===== src/include/adcrs_defs.svh =====
// Constants for the converter result-storage block
`ifndef ADCRS_DEFS_SVH
`define ADCRS_DEFS_SVH
`define ADCRS_NCH        10
`define ADCRS_CHW        4
`define ADCRS_RES_W      12
`define ADCRS_ADD2_W     14
`define ADCRS_ADD4_W     16
`define ADCRS_DATA_W     16
`define ADCRS_RST_DATA   16'h0000
`define ADCRS_CNT_ONE    5'h01
`define ADCRS_CNT_W      5
`define ADCRS_TRG_W      2
`define ADCRS_TRG_EXT_A  2'h1
`define ADCRS_TRG_EXT_B  2'h2
`define ADCRS_ADD_NONE   2'h0
`define ADCRS_ADD_2BIT   2'h1
`define ADCRS_ADD_4BIT   2'h2
`define ADCRS_CH_MAX     4'h9
`endif


===== src/include/adcrs_pkg.sv =====
// Types of the converter result-storage block
package adcrs_pkg;
  typedef enum logic [1:0] {
    ADCRS_SCAN_SINGLE,
    ADCRS_SCAN_CONT,
    ADCRS_SCAN_GROUP
  } adcrs_scan_t;
  typedef enum logic [1:0] {
    ADCRS_DST_CHAN,
    ADCRS_DST_DUP,
    ADCRS_DST_EXTA,
    ADCRS_DST_EXTB
  } adcrs_dst_t;
endpackage


===== src/rtl/adcrs_ram.sv =====
// Small memory holding the per-channel result words
`timescale 1ns/1ps
`default_nettype none
module adcrs_ram #(
  parameter int DEPTH = 10,
  parameter int AW    = 4,
  parameter int DW    = 16
) (
  input  wire logic          clock,
  input  wire logic          sys_rst,
  input  wire logic          wr_en,
  input  wire logic [AW-1:0] wr_addr,
  input  wire logic [DW-1:0] wr_data,
  input  wire logic [AW-1:0] rd_addr,
  output var  logic [DW-1:0] rd_data
);
  logic [DW-1:0] mem_r [DEPTH];
  logic [DW-1:0] rd_r;
  logic [DW-1:0] rd_nxt;

  // Read word picked combinationally, then registered
  always_comb begin
    rd_nxt = (rd_addr < AW'(DEPTH)) ? mem_r[rd_addr] : '0;
  end

  // Entries change only when written; reset clears them
  always_ff @(posedge clock) begin
    if (sys_rst) begin
      for (int i = 0; i < DEPTH; i++) begin
        mem_r[i] <= '0;
      end
      rd_r <= '0;
    end else begin
      if (wr_en && (wr_addr < AW'(DEPTH))) begin
        mem_r[wr_addr] <= wr_data;
      end
      rd_r <= rd_nxt;
    end
  end

  assign rd_data = rd_r;
endmodule
`default_nettype wire


===== src/rtl/adcrs_acc.sv =====
// Addition-mode accumulator widening the stored sum
`timescale 1ns/1ps
`default_nettype none
`include "adcrs_defs.svh"
module adcrs_acc #(
  parameter int RW = 12,
  parameter int DW = 16
) (
  input  wire logic          clock,
  input  wire logic          sys_rst,
  input  wire logic          clr,
  input  wire logic          add,
  input  wire logic [RW-1:0] sample,
  input  wire logic [1:0]    add_mode,
  output var  logic [DW-1:0] sum
);
  logic [DW-1:0] sum_r;
  logic [DW-1:0] sum_nxt;
  logic [DW-1:0] base;

  // Sum restarts on clr so each channel accumulates alone
  always_comb begin
    base    = clr ? '0 : sum_r;
    sum_nxt = sum_r;
    if (add) begin
      sum_nxt = base + DW'(sample);
    end else if (clr) begin
      sum_nxt = '0;
    end
    // Clip to 2 extra bits in 2-bit mode; 4-bit sums are bounded only by the DW width
    if (add_mode == `ADCRS_ADD_2BIT) begin
      sum_nxt = sum_nxt & DW'({`ADCRS_ADD2_W{1'b1}});
    end
  end

  // Accumulator register
  always_ff @(posedge clock) begin
    if (sys_rst) begin
      sum_r <= '0;
    end else begin
      sum_r <= sum_nxt;
    end
  end

  assign sum = sum_nxt;
endmodule
`default_nettype wire


===== src/rtl/adcrs_top.sv =====
// Result storage for a 12-bit successive-approximation converter
`timescale 1ns/1ps
`default_nettype none
`include "adcrs_defs.svh"
module adcrs_top
  import adcrs_pkg::*;
#(
  // Sizes; defaults match the documented converter
  parameter int NCH = `ADCRS_NCH,
  parameter int RW  = `ADCRS_RES_W,
  parameter int DW  = `ADCRS_DATA_W,
  parameter int CW  = `ADCRS_CHW
) (
  input  wire logic                          clock,
  input  wire logic                          sys_rst,
  // Scan and storage configuration
  input  wire adcrs_pkg::adcrs_scan_t        scan_mode,
  input  wire logic                          dbl_trig_en,
  input  wire logic                          ext_dbl_en,
  input  wire logic [CW-1:0]                 dbl_chan,
  input  wire logic [1:0]                    add_mode,
  input  wire logic [`ADCRS_CNT_W-1:0]       add_count,
  input  wire logic                          scan_start,
  input  wire logic                          scan_group_b,
  input  wire logic [`ADCRS_TRG_W-1:0]       trig_src,
  input  wire logic [NCH-1:0]                grp_a_sel,
  input  wire logic [NCH-1:0]                grp_b_sel,
  // Results offered by the converter core
  input  wire logic                          res_valid,
  input  wire logic [CW-1:0]                 res_chan,
  input  wire logic [RW-1:0]                 res_data,
  input  wire logic                          diag_valid,
  input  wire logic [RW-1:0]                 diag_data,
  input  wire logic                          vref_valid,
  input  wire logic [RW-1:0]                 vref_data,
  // Software read side
  input  wire logic [CW-1:0]                 rd_chan,
  output var  logic [DW-1:0]                 rd_data,
  output var  logic [DW-1:0]                 dup_data,
  output var  logic [DW-1:0]                 dup_ext_a,
  output var  logic [DW-1:0]                 dup_ext_b,
  output var  logic [DW-1:0]                 diag_result,
  output var  logic [DW-1:0]                 vref_result,
  output var  logic [NCH-1:0]                conv_req,
  output var  logic                          scan_busy,
  output var  logic                          dbl_mode_act
);
  import adcrs_pkg::*;

  // ************************************************
  // Helpers
  // ************************************************
  // Trigger source eligible for extended storage
  function automatic logic ext_trig(input logic [`ADCRS_TRG_W-1:0] t);
    ext_trig = (t == `ADCRS_TRG_EXT_A) || (t == `ADCRS_TRG_EXT_B);
  endfunction

  // ************************************************
  // Scan sequencing
  // ************************************************
  // Sequencer state
  logic [NCH-1:0]            pend_r;
  logic [NCH-1:0]            pend_nxt;
  logic                      busy_r;
  logic                      busy_nxt;
  logic                      dbl_act_r;
  logic                      dbl_act_nxt;
  logic                      second_r;
  logic                      second_nxt;
  logic [`ADCRS_TRG_W-1:0]   trg_r;
  logic [`ADCRS_TRG_W-1:0]   trg_nxt;
  logic [`ADCRS_CNT_W-1:0]   cnt_r;
  logic [`ADCRS_CNT_W-1:0]   cnt_nxt;
  logic                      last_add;
  logic                      add_on;
  logic                      chan_ok;
  logic                      take;
  adcrs_dst_t                dst;

  // Qualifiers shared by the sequencer, the accumulator and the stores
  assign add_on   = (add_mode != `ADCRS_ADD_NONE);
  assign chan_ok  = (res_chan <= `ADCRS_CH_MAX);
  assign last_add = !add_on || (cnt_r >= add_count);
  // A start in the same cycle wins, so that result is dropped everywhere
  assign take     = res_valid && chan_ok && busy_r && !scan_start;

  // Pending set: each chosen input retires on its last sample; continuous scan refills, the others go idle
  always_comb begin
    pend_nxt    = pend_r;
    busy_nxt    = busy_r;
    dbl_act_nxt = dbl_act_r;
    second_nxt  = second_r;
    trg_nxt     = trg_r;
    cnt_nxt     = cnt_r;
    if (scan_start) begin
      // Double trigger refused in continuous scan
      dbl_act_nxt = dbl_trig_en && (scan_mode != ADCRS_SCAN_CONT);
      trg_nxt     = trig_src;
      busy_nxt    = 1'b1;
      cnt_nxt     = `ADCRS_CNT_ONE;
      unique case (scan_mode)
        ADCRS_SCAN_SINGLE: pend_nxt = grp_a_sel;
        ADCRS_SCAN_CONT:   pend_nxt = grp_a_sel;
        ADCRS_SCAN_GROUP:  pend_nxt = scan_group_b ? grp_b_sel : grp_a_sel;
        default:           pend_nxt = grp_a_sel; // Unused code runs as single scan
      endcase
    end else if (take) begin
      // Channel retires only when its last summed sample arrives
      if (last_add) begin
        cnt_nxt = `ADCRS_CNT_ONE;
        pend_nxt[res_chan] = 1'b0;
        // Chosen channel alternates first and second result
        if (dbl_act_r && (res_chan == dbl_chan)) begin
          second_nxt = !second_r;
        end
        // Continuous scan refills; the other modes go idle when empty
        if ((pend_nxt == '0) && (scan_mode == ADCRS_SCAN_CONT)) begin
          pend_nxt = grp_a_sel;
        end else if (pend_nxt == '0) begin
          busy_nxt = 1'b0;
        end
      end else begin
        // Partial sum: the channel stays pending
        cnt_nxt = cnt_r + `ADCRS_CNT_ONE;
      end
    end
  end

  // Sequencing registers
  // Counter rests at one so the next sample opens a fresh sum
  always_ff @(posedge clock) begin
    if (sys_rst) begin
      pend_r    <= '0;
      busy_r    <= 1'b0;
      dbl_act_r <= 1'b0;
      second_r  <= 1'b0;
      trg_r     <= '0;
      cnt_r     <= `ADCRS_CNT_ONE;
    end else begin
      pend_r    <= pend_nxt;
      busy_r    <= busy_nxt;
      dbl_act_r <= dbl_act_nxt;
      second_r  <= second_nxt;
      trg_r     <= trg_nxt;
      cnt_r     <= cnt_nxt;
    end
  end

  // ************************************************
  // Destination choice
  // ************************************************
  // Extended routing only for eligible triggers, else first/second split
  always_comb begin
    dst = ADCRS_DST_CHAN;
    if (dbl_act_r && (res_chan == dbl_chan)) begin
      // Designated triggers bypass the first/second split
      if (ext_dbl_en && ext_trig(trg_r)) begin
        dst = (trg_r == `ADCRS_TRG_EXT_A) ? ADCRS_DST_EXTA : ADCRS_DST_EXTB;
      // Any other trigger keeps plain double trigger behaviour
      end else if (second_r) begin
        dst = ADCRS_DST_DUP;
      end
    end
  end

  // ************************************************
  // Accumulation and channel storage
  // ************************************************
  // Sum and store signals
  logic [DW-1:0] acc_sum;
  logic [DW-1:0] store_val;
  logic          ch_wr;
  logic          acc_clr;
  logic          acc_add;

  // First taken sample of each channel restarts the sum
  assign acc_clr = take && (cnt_r == `ADCRS_CNT_ONE);
  assign acc_add = take;

  adcrs_acc #(
    .RW (RW),
    .DW (DW)
  ) u_acc (
    .clock    (clock),
    .sys_rst  (sys_rst),
    .clr      (acc_clr),
    .add      (acc_add),
    .sample   (res_data),
    .add_mode (add_mode),
    .sum      (acc_sum)
  );

  // Plain mode keeps 12 bits; addition keeps the widened sum
  assign store_val = add_on ? acc_sum : DW'(res_data);
  // Duplicated results leave the channel word alone
  assign ch_wr = take && last_add && (dst == ADCRS_DST_CHAN);

  // One word per channel; untouched words hold their value
  // Out-of-range read channels return zero from the memory itself
  adcrs_ram #(
    .DEPTH (NCH),
    .AW    (CW),
    .DW    (DW)
  ) u_ram (
    .clock   (clock),
    .sys_rst (sys_rst),
    .wr_en   (ch_wr),
    .wr_addr (res_chan),
    .wr_data (store_val),
    .rd_addr (rd_chan),
    .rd_data (rd_data)
  );

  // ************************************************
  // Dedicated result registers
  // ************************************************
  // Dedicated result words and their next values
  logic [DW-1:0] dup_r;
  logic [DW-1:0] dup_nxt;
  logic [DW-1:0] exa_r;
  logic [DW-1:0] exa_nxt;
  logic [DW-1:0] exb_r;
  logic [DW-1:0] exb_nxt;
  logic [DW-1:0] diag_r;
  logic [DW-1:0] diag_nxt;
  logic [DW-1:0] vref_r;
  logic [DW-1:0] vref_nxt;
  logic          fin;

  // A channel finishes on its last summed sample
  assign fin = take && last_add;

  // Each register loads only on its own event, else holds
  always_comb begin
    dup_nxt  = dup_r;
    exa_nxt  = exa_r;
    exb_nxt  = exb_r;
    diag_nxt = diag_r;
    vref_nxt = vref_r;
    // Finished results go where the destination choice sends them
    if (fin) begin
      unique case (dst)
        ADCRS_DST_CHAN: ;
        ADCRS_DST_DUP:  dup_nxt = store_val;
        ADCRS_DST_EXTA: exa_nxt = store_val;
        ADCRS_DST_EXTB: exb_nxt = store_val;
      endcase
    end
    // Side readings load whenever the core offers them
    if (diag_valid) begin
      diag_nxt = DW'(diag_data);
    end
    if (vref_valid) begin
      vref_nxt = DW'(vref_data);
    end
  end

  // Dedicated registers
  always_ff @(posedge clock) begin
    if (sys_rst) begin
      dup_r  <= `ADCRS_RST_DATA;
      exa_r  <= `ADCRS_RST_DATA;
      exb_r  <= `ADCRS_RST_DATA;
      diag_r <= `ADCRS_RST_DATA;
      vref_r <= `ADCRS_RST_DATA;
    end else begin
      dup_r  <= dup_nxt;
      exa_r  <= exa_nxt;
      exb_r  <= exb_nxt;
      diag_r <= diag_nxt;
      vref_r <= vref_nxt;
    end
  end

  // ************************************************
  // Outputs
  // ************************************************
  // Every output is a register; no logic after the flops
  assign dup_data     = dup_r;
  assign dup_ext_a    = exa_r;
  assign dup_ext_b    = exb_r;
  assign diag_result  = diag_r;
  assign vref_result  = vref_r;

  // Sequencer state seen by the core and by software
  assign conv_req     = pend_r;
  assign scan_busy    = busy_r;
  assign dbl_mode_act = dbl_act_r;
endmodule
`default_nettype wire


===== config.mk =====
export PLATFORM = sky130hd
export DESIGN_NAME = adcrs_top
export DESIGN_NICKNAME = d
export VERILOG_FILES = /design/src/include/adcrs_pkg.sv /design/src/rtl/adcrs_ram.sv /design/src/rtl/adcrs_acc.sv /design/src/rtl/adcrs_top.sv
export VERILOG_INCLUDE_DIRS = /design/src /design/src/include
export SDC_FILE = /design/constraint.sdc
export NUM_CORES = 1
export LEC_CHECK = 0
export ABC_AREA = 1
export CAP_MARGIN = 20
export CORE_ASPECT_RATIO = 1.2
export CORE_MARGIN = 2
export CORE_UTILIZATION = 36
export CTS_BUF_LIST = sky130_fd_sc_hd__clkbuf_4 sky130_fd_sc_hd__clkbuf_8
export DETAILED_ROUTE_END_ITERATION = 16
export DONT_BUFFER_PORTS = 1
export GPL_TIMING_DRIVEN = 1
export PLACE_DENSITY = 0.46
export SYNTH_ARGS = -nofsm -noshare
export SYNTH_HDL_FRONTEND = slang
export SYNTH_SLANG_ARGS = --single-unit

===== constraint.sdc =====
create_clock -name clock -period 6.5 [get_ports clock]
set_input_delay 0.65 -clock clock [delete_from_list [all_inputs] [get_ports clock]]
set_output_delay 0.65 -clock clock [all_outputs]
set_load 0.02 [all_outputs]

# --- Yosys cells after proc, flatten, opt, wreduce, memory -nomap -nowiden ---
# Memory sizes are Yosys's and may differ from the RTL's. A register that Yosys moved wholly into a read port is not among the register bits.
# Cells that the tools add are included.
classes:
  eq_ne: 12
  addsub: 2
  n_reduce_logical: 32
  bitwise_logic: 4
  mux: 30
  order_cmp: 6
ops:
  columns: ["operator", "count"]
  rows:
  - ["16-bit 2-to-1 mux", 5]
  - ["10-bit 2-to-1 mux", 6]
  - ["16-bit by 12-bit adder with 16-bit output", 1]
  - ["16-bit OR reduction", 1]
  - ["1-bit 2-to-1 mux", 14]
  - ["1-bit logical AND", 12]
  - ["10-bit bitwise AND", 1]
  - ["10-bit zero test", 1]
  - ["10-bit inverter", 1]
  - ["2-bit by 1-bit equality test with 1-bit output (second input constant)", 4]
  - ["2-bit equality test (second input constant)", 4]
  - ["4-bit < comparator (second input constant)", 2]
  - ["2-bit AND reduction", 4]
  - ["4-bit AND reduction", 2]
  - ["2-bit nonzero test", 4]
  - ["5-bit by 1-bit adder with 5-bit output (second input constant)", 1]
  - ["5-bit by 1-bit equality test with 1-bit output (second input constant)", 1]
  - ["5-bit greater-or-equal comparator", 1]
  - ["4-bit by 5-bit < comparator with 1-bit output (second input constant)", 1]
  - ["5-bit 2-to-1 mux", 1]
  - ["1-bit demux with 4-bit select", 1]
  - ["4-bit equality test", 1]
  - ["4-bit by 1-bit greater-or-equal comparator with 1-bit output (second input constant)", 1]
  - ["4-bit <= comparator (second input constant)", 1]
  - ["other kinds (9)", 15]
word_totals:
  regBits: 108
  mem_bits_rw: 160
  mem_count: 1
  elab_cells: 99
  out_inout_bits: 108
  input_bits: 88
mem_list:
  columns: ["memory", "words", "width", "rd", "rd_clocked_by_memory_dff", "wr", "line_no", "text"]
  rows:
  - ["u_ram.mem_r", 10, 16, 1, 1, 10, "adcrs_ram.sv:17", "logic [DW-1:0] mem_r [DEPTH];"]

# --- Longest topological paths before layout ---
# Gate-level depths: netlist (run 1).
depth:
  ltp_word: 13
  depth_mapped: 21
  depth_no_buf: 21

# --- Cells and area by module ---
# From an unflattened synthesis (run 1), not the netlist that was laid out.
unflattened:
  cells_unflattened: 1760
  hier_area_um2: 13998.4
modules_own_cells:
  columns: ["mod", "n_inst", "area_per_inst_um2", "cells_each", "seq_area_each_um2"]
  rows:
  - ["adcrs_ram", 1, 7957.6, 864, 5124.9]
  - ["adcrs_top", 1, 4456.8, 624, 1841.8]
  - ["adcrs_acc", 1, 1584.0, 272, 320.3]

# --- Worst setup path after synthesis (run 1) ---
# Ideal clock, no wire load.
synth_timing:
  path_kind: "in2reg"
  start: "in res_chan[2]"
  end: "mem u_ram.mem_r[0][3], data pin"
  path_slack_ns: 3.303
  path_buffers: 1
  path_stages: 13
  arrival_ns: 3.053
  required_time_ns: 6.355
  cell_sequence: "o21ai_2 nand3_2 nor2_4 clkbuf_1 nor2_1 ha_1 a21oi_1 nand2_1 xor2_1 o21ai_0 o21ai_0 nand2_1 nor2_1"
synth_rtl:
  columns: ["item", "line_no", "text"]
  rows:
  - ["start, declared", "adcrs_top.sv:30", "input wire logic [CW-1:0] res_chan,"]
  - ["end, declared", "adcrs_ram.sv:17", null]

==> results of run 1 <==
area by class of cell:
cell class                      instances  area share (%)
Timing Repair Buffer                    9           0.455
Multi-Input combinational cell       1070            35.2
Inverter                              142            3.60
Clock inverter                         12           0.725
Sequential cell                       284            49.1
Clock buffer                           81            6.92
Tap cell                              474            4.00
cell usage after synthesis, drive strengths merged (2+ instances only):
| master | n |
|---|---|
| edfxtp | 160 |
| dfxtp | 124 |
| buf | 25 |
| a31oi | 6 |
| nor3 | 16 |
| o221ai | 24 |
| nor2 | 351 |
| nand4 | 20 |
| o211ai | 10 |
| or2 | 8 |
| nand2 | 292 |
| a21oi | 68 |
| o32ai | 8 |
| clkinv | 6 |
| o21ai | 113 |
| xnor2 | 2 |
| clkbuf | 55 |
| ha | 20 |
| nand3 | 84 |
| xor2 | 8 |
| mux2i | 24 |
| o21bai | 2 |
| inv | 136 |
metrics by stage:
step / util (%) / power (mW) / hold slack (ns)
floorplan: - / 2.25 / 0.425
global placement: 37.3 / 2.31 / 0.453
detailed placement: 37.3 / 2.31 / 0.463
CTS: 40.4 / 4.17 / 0.0904
global route: 40.4 / 4.26 / 0.140
finish: 40.4 / 4.12 / 0.193
sequential cells by signal, summed over array words and instances (netlist names), 5 cells and up:
signal / cells
dup_ext_b: 16
conv_req: 10
u_acc.sum_r: 16
dup_ext_a: 16
diag_result: 12
u_ram.mem_r: 160
vref_result: 12
u_ram.rd_data: 16
cnt_r: 5
dup_data: 16
routing by layer:
| metal | global-route usage [%] | vias to the layer above | wire, um |
|---|---|---|---|
| met5 | 0 | - | 0 |
| met4 | 6.53 | 0 | 1050 |
| met3 | 5.41 | 80 | 2930 |
| met2 | 34.4 | 336 | 19200 |
| met1 | 26.4 | 4982 | 17500 |
| li1 | - | 5182 | - |
worst paths after layout:
path / end / slack [ns] / cells after the start / start
min reg2reg: trg_r[0]$_SDFFE_PP0P_ / 0.47 / 2 / trg_r[0]$_SDFFE_PP0P_
max: u_ram.mem_r[5][8]$_SDFFCE_PN0P_ / 2.34 / 9 / scan_busy$_SDFFE_PP0P_
min: cnt_r[2]$_SDFFE_PP0N_ / 0.19 / 1 / sys_rst
max reg2reg: u_ram.mem_r[5][8]$_SDFFCE_PN0P_ / 2.34 / 9 / scan_busy$_SDFFE_PP0P_
logic make-up after synthesis:
group / synth area share [%]
xor+xnor: 0.654
mux: 1.80
simple gates: 24.2
compound gates: 10.1
fa+ha+maj: 2.02
flops: 54.5
buf+inv: 6.72
other cells: 0.0280
power by group:
group	leakage [nW]	switching (mW)	total (mW)	internal, mW
logic	2.80	0.185	0.263	0.0777
registers	2.66	0.0531	2.01	1.95
clock network	0.600	0.772	1.85	1.08
==> flow_summary.ini, run 1 <==
[clock_network]
cts_made_buffers = 50
clkSinkCount = 284
cts_tree = built
clockBufferDepth = 3
cts_setup_buffers = 0
clk_pin_slew_ns = 0.06
ctsHtreeMaxLevel = 2
postCtsResizedCells = 0
root_buffer = clkbuf_8
cts_hold_buf = 0
clk_latency_ns = 0.59

[run_status]
status = finished clean

[timing]
maxSlewHeadroom_pct = 34.1
grt_setup_unrepaired = no
finalHoldViolCount = 0
finalClockSkew_ns = 0.0257
timing.setup.tns_ns = 0
final_max_slew_viol_count = 0
fin_crit_sh_pct = 64.0
fmax_mhz = 240
setup_viol = 0
worst_pin_slew_ns = 0.986
finalWorstSetupSlack_ns = 2.34
period_minus_slack_ns = 4.16

[final_layout]
regArea_mm2 = 0.00729
fin_area_mm2 = 0.0148
stdcell_count = 2072
nNetsFinal = 1666
multi_input_area_mm2 = 0.00522
nFillCells = 3745
final_cell_mix = nor2_1, nand2_1, edfxtp_1, inv_1, dfxtp_1
drive_above_1_share_pct = 8.89
syn_to_final_growth_pct = 10.9
antennaDiodeCount = 0
final_common_cell = nor2_1

[floorplanning]
die_w_um = 180
io_pins = 196
initial_core_util_pct = 36.5
dieArea_mm2 = 0.0387
rows = 77
core-area_mm2 = 0.0367
die_y_um = 215

[critical_path]
critical_path.max_stage_delay_ns = 0.80
path_max_fanout = 27
slowest_stage = nand2_1
cp-end-kind = register
critPathLaunchType = register
cp_top_family = simple AND/OR/NAND/NOR gates
critical_path_class = reg2reg
cp_cell_sequence = nand2_1, inv_1, nand3_2, inv_2, nand3_1, nor2_2, buf_4, nand3_1, nand2_1
critPathBufInv = 3
worstPathRequired_ns = 6.70
crit_arrival_ns = 4.36

[placed_design]
hpwl_mm = 27.4
gp_congestion = 0.838
placedCellCount = 1979
dp_slack_ns = 1.96
dpl_cell_area_mm2 = 0.0137
portBuffers = 0

[synth]
syn_area_per_cell_um2 = 8.53
ys_types = 46
synth_top_area_share_pct = 35.9
syn_area_mm2 = 0.0134
netlist_instances = 1569
seq_area_frac_synth_pct = 54.5
async_flop_share_pct = 0
synthTopCellsByArea = edfxtp_1, dfxtp_1, nor2_1
ys_warn_count = 0
synth_largest_area_cell = edfxtp_1
ys_seq_elements = 284
ys.flop_type = edfxtp_1
synth_edf_count = 160

[drt]
ant_nets = 0
drcViolationCount = 0
wire_per_inst_um = 19.6
initialDrtViolationCount = 652
num_vias = 10580
firstDrtPassIters = 5
wirelength_mm = 40.6
via_per_inst = 5.11

[grt]
antenna_found_initial = 0
track_usage_pct = 20.7
grt-ovfl-total = 0
grt_pass1_wl_mm = 62.3
grt_max_degree = 82
grt_pass1_vias = 10421

[pwr]
p_per_area_mw_per_mm2 = 277
p_leak_nw = 6.06
ir_worst_vdd_v = 0.000169

[min_path]
hold_path_class = in2reg

[flow_run]
maxCapViolations = 0
(Power assumes the default switching activity.)
==> run 2: changes to the inputs <==
==> constraint.sdc (replaced) <==
create_clock -name clock -period 4.1 [get_ports clock]
set_input_delay 0.41 -clock clock [delete_from_list [all_inputs] [get_ports clock]]
set_output_delay 0.41 -clock clock [all_outputs]
set_load 0.02 [all_outputs]
==> flow_summary.ini, run 2 (synthesis results as in run 1) <==
[critical_path]
cp_top_family = simple AND/OR/NAND/NOR gates
cp-end-kind = register
critical_path.max_stage_delay_ns = 0.64
cp_cell_sequence = ha_1, inv_1, nor2_1, nand2_1, nor2_4, nor2_1, ha_1, a21oi_1, nand2_1, xor2_1, o21ai_0, o21ai_0, nand2_1, nor2_1
r2r_cells = 14
rrSetupSlack_ns = 0.58
crit_cells = 14
r2r_start = cnt_r[0]$_SDFFE_PP1N_
path_max_fanout = 9
r2r_end = u_ram.mem_r[4][3]$_SDFFCE_PN0P_
critPathBufInv = 1
crit_start = cnt_r[0]$_SDFFE_PP1N_
critical_path_class = reg2reg
crit_path_end = u_ram.mem_r[4][3]$_SDFFCE_PN0P_
crit_arrival_ns = 3.93
worstPathRequired_ns = 4.51
critPathLaunchType = register
slowest_stage = o21ai_0

[grt]
grt-busiest-layer = met2
grtUsageMet1_pct = 26.7
antenna_found_initial = 0
grt_pass1_vias = 11037
grt-ovfl-total = 0
track_usage_pct = 22.2
grtUsageMet2_pct = 38.0
grt_max_degree = 82
grt_use_met3_pct = 6.41
grt_pass1_wl_mm = 66.2

[timing]
grt_setup_unrepaired = no
period_minus_slack_ns = 3.52
hold_slack_ns = 0.0394
finalClockSkew_ns = 0.0215
maxSlewHeadroom_pct = 34.7
final_max_slew_viol_count = 0
worst_pin_slew_ns = 0.976
fin_crit_sh_pct = 85.7
timing.setup.tns_ns = 0
fmax_mhz = 284
finalHoldViolCount = 0
setup_viol = 0

[floorplanning]
dieArea_mm2 = 0.0387
rows = 77
initial_core_util_pct = 36.5
die_y_um = 215
die_w_um = 180
core-area_mm2 = 0.0367
io_pins = 196

[drt]
wirelength_mm = 43.4
firstDrtPassIters = 5
initialDrtViolationCount = 674
wire_per_inst_um = 20.2
num_vias = 10942
ant_nets = 0
via_per_inst = 5.09
drcViolationCount = 0

[final_layout]
largest_register = u_ram.mem_r
syn_to_final_growth_pct = 16.2
nFillCells = 3704
largest_register_ffs = 160
nNetsFinal = 1746
drive_above_1_share_pct = 10.2
stdcell_count = 2150
antennaDiodeCount = 0
final_common_cell = nor2_1
final_cell_mix = nor2_1, nand2_1, edfxtp_1, inv_1, dfxtp_1
fin_area_mm2 = 0.0155

[placed_design]
gp_congestion = 0.889
portBuffers = 0
dpl_cell_area_mm2 = 0.0139
hpwl_mm = 28.4
placedCellCount = 2006

[clock_network]
root_buffer = clkbuf_8
ctsHtreeMaxLevel = 2
clk_latency_ns = 0.60
cts_tree = built
clk_pin_slew_ns = 0.06
cts_made_buffers = 49
clkSinkCount = 284
cts_setup_buffers = 0
clockBufferDepth = 3

[pwr]
ir_worst_vdd_v = 0.000236
p_leak_nw = 6.43
p_per_area_mw_per_mm2 = 418

[run_status]
status = finished clean

[flow_run]
maxCapViolations = 0

[min_path]
hold_depth = 3
hold_path_class = in2reg
[run 2: changes by cell type in the layout (fill, tap and decap cells not counted), sizes merged]
cell,change
clkbuf,+2
dlygate4sd3,+53
bufinv,-1
clkinvlp,+1
buf,+28
clkinv,-5
[run 2: worst min-delay path by stage]
| stage | startpoint | end | slack [ns] |
|---|---|---|---|
| final | scan_start | trg_r[0]$_SDFFE_PP0P_ | 0.04 |
| after CTS | add_mode[1] | u_acc.sum_r[15]$_SDFF_PP0_ | 0.003 |
| after detailed placement | second_r$_SDFFE_PP0P_ | second_r$_SDFFE_PP0P_ | 0.46 |
| after global placement | second_r$_SDFFE_PP0P_ | second_r$_SDFFE_PP0P_ | 0.46 |
| after floorplan | trg_r[0]$_SDFFE_PP0P_ | trg_r[0]$_SDFFE_PP0P_ | 0.43 |
| after global routing | sys_rst | trg_r[0]$_SDFFE_PP0P_ | 0.05 |
[run 2: per-stage QoR]
stage | utilization, % | total power [mW] | setup WS, ns
after floorplan | - | 3.57 | 1.12
after global placement | 37.9 | 3.68 | 0.714
after detailed placement | 37.9 | 3.68 | 0.575
after global routing | 42.4 | 6.76 | 0.202
after CTS | 42.4 | 6.58 | 0.553
final | 42.4 | 6.50 | 0.585
[run 2: metal layers]
layer	wire, um	share of wire, %
met5	0	0
met4	1190	2.7
met3	3290	7.6
met2	21100	49
met1	17900	41
[run 2: timing repair]
item,CTS,global route
hold buffers,54,0
resized for setup,0,0
hold endpoints to repair,84,0
[run 2: tightest hold or removal path, cell delays in order]
cell,delay [ns]
nor2_1,0.06
nand2_1,0.06
nand2_1,0.04
[run 2: power by group]
group | internal (mW) | switching, mW
clock | 1.62 | 1.20
sequential | 3.09 | 0.0845
combinational | 0.175 | 0.327
[run 2: final cells by class]
class | count | area, um2 | area share [%]
Clock buffer | 83 | 1020 | 6.54
Sequential cell | 284 | 7290 | 46.9
Multi-Input combinational cell | 1070 | 5220 | 33.6
Timing Repair Buffer | 90 | 828 | 5.33
Inverter | 142 | 534 | 3.44
Tap cell | 474 | 593 | 3.81
Clock inverter | 7 | 65.1 | 0.418
==> run 3: changes to the inputs <==
==> constraint.sdc (replaced) <==
create_clock -name clock -period 4.1 [get_ports clock]
set_input_delay 0.615 -clock clock [delete_from_list [all_inputs] [get_ports clock]]
set_output_delay 0.615 -clock clock [all_outputs]
set_load 0.02 [all_outputs]
==> flow_summary.ini, run 3 (synthesis results as in run 1) <==
[clock_network]
root_buffer = clkbuf_8
cts_made_buffers = 50
clockBufferDepth = 3
cts_tree = built
ctsHtreeMaxLevel = 2
clkSinkCount = 284
clk_latency_ns = 0.59
cts_setup_buffers = 0
postCtsResizedCells = 0
cts_hold_buf = 0
clk_pin_slew_ns = 0.06

[critical_path]
cp-end-kind = register
crit_arrival_ns = 3.82
path_max_fanout = 13
critical_path_class = reg2reg
critPathLaunchType = register
rrSetupSlack_ns = 0.69
worstPathRequired_ns = 4.51

[grt]
grt_pass1_vias = 10676
grt-ovfl-total = 0
grt_max_degree = 82
antenna_found_initial = 0
grt_pass1_wl_mm = 65.0
track_usage_pct = 21.9

[timing]
fin_crit_sh_pct = 83.2
finalHoldViolCount = 0
timing.setup.tns_ns = 0
final_max_slew_viol_count = 0
fmax_mhz = 293
hold_slack_ns = 0.131
worst_pin_slew_ns = 0.829
maxSlewHeadroom_pct = 44.4
finalClockSkew_ns = 0.0159
setup_viol = 0
grt_setup_unrepaired = no
period_minus_slack_ns = 3.41

[placed_design]
placedCellCount = 2004
portBuffers = 0
gp_congestion = 0.869
hpwl_mm = 28.3

[drt]
num_vias = 10658
wirelength_mm = 43.0
wire_per_inst_um = 20.5
ant_nets = 0
firstDrtPassIters = 5
via_per_inst = 5.09
drcViolationCount = 0
initialDrtViolationCount = 565

[final_layout]
drive_above_1_share_pct = 9.64
syn_to_final_growth_pct = 11.6
nFillCells = 3777
stdcell_count = 2092
nNetsFinal = 1691
final_common_cell = nor2_1
final_core_util_pct = 40.7
largest_register = u_ram.mem_r
largest_register_ffs = 160
antennaDiodeCount = 0
final_cell_mix = nor2_1, nand2_1, edfxtp_1, inv_1, dfxtp_1

[pwr]
p_leak_nw = 6.13
ir_worst_vdd_v = 0.000234
p_total_mw = 6.34
p_per_area_mw_per_mm2 = 425

[floorplanning]
dieArea_mm2 = 0.0387
die_y_um = 215
rows = 77
io_pins = 196
core-area_mm2 = 0.0367
die_w_um = 180
initial_core_util_pct = 36.5

[run_status]
status = finished clean

[min_path]
hold_path_class = in2reg

[flow_run]
maxCapViolations = 0
[run 3: final timing paths]
| check | start | endpoint | depth (start not counted) |
|---|---|---|---|
| setup / recovery | cnt_r[0]$_SDFFE_PP1N_ | u_ram.mem_r[1][12]$_SDFFCE_PN0P_ | 16 |
| hold / removal | sys_rst | cnt_r[2]$_SDFFE_PP0N_ | 1 |
| setup reg to reg | cnt_r[0]$_SDFFE_PP1N_ | u_ram.mem_r[1][12]$_SDFFCE_PN0P_ | 16 |
| hold reg to reg | trg_r[0]$_SDFFE_PP0P_ | trg_r[0]$_SDFFE_PP0P_ | 2 |
[run 3: report_power, final]
| group | switching, mW | internal, mW |
|---|---|---|
| sequential | 0.0836 | 3.09 |
| clock | 1.20 | 1.52 |
| combinational | 0.307 | 0.137 |
| total | 1.59 | 4.76 |
[run 3: critical path: stages, from the launching register on]
cell and delay (ns):
dfxtp_1 0.43, ha_1 0.18, inv_1 0.04, nor2_1 0.07
nand2_1 0.09, nor2_4 0.25, buf_4 0.26, nor2_1 0.06
ha_1 0.35, nand2_1 0.09, nor2_1 0.14, nand4_1 0.12
nand3_1 0.17, nand2_1 0.07, o21ai_0 0.12, nand3_1 0.51
nor3_1 0.30
[run 3: per-layer routing]
layer	vias to the layer above	global-route usage, %	share of wire [%]
li1	5229	-	-
met2	336	37.8	49
met1	5027	26.8	41
met3	66	5.93	7.6
met4	0	6.21	2.4
met5	-	0	0
[run 3: area by class of cell]
cell class / instances / area (um2) / area share (%)
well taps: 474 / 593 / 3.97
multi-input cells: 1070 / 5220 / 35.0
clock inverters: 17 / 125 / 0.838
flip-flops and latches: 284 / 7290 / 48.8
repair buffers: 34 / 280 / 1.88
inverters: 142 / 534 / 3.58
clock buffers: 71 / 896 / 6.00
[run 3: metrics by stage]
stage	area, um2	setup WS [ns]
after global placement	13900	0.644
after detailed placement	13900	0.567
after floorplan	13400	0.938
after CTS	14900	0.658
final	14900	0.690
after global routing	14900	0.275
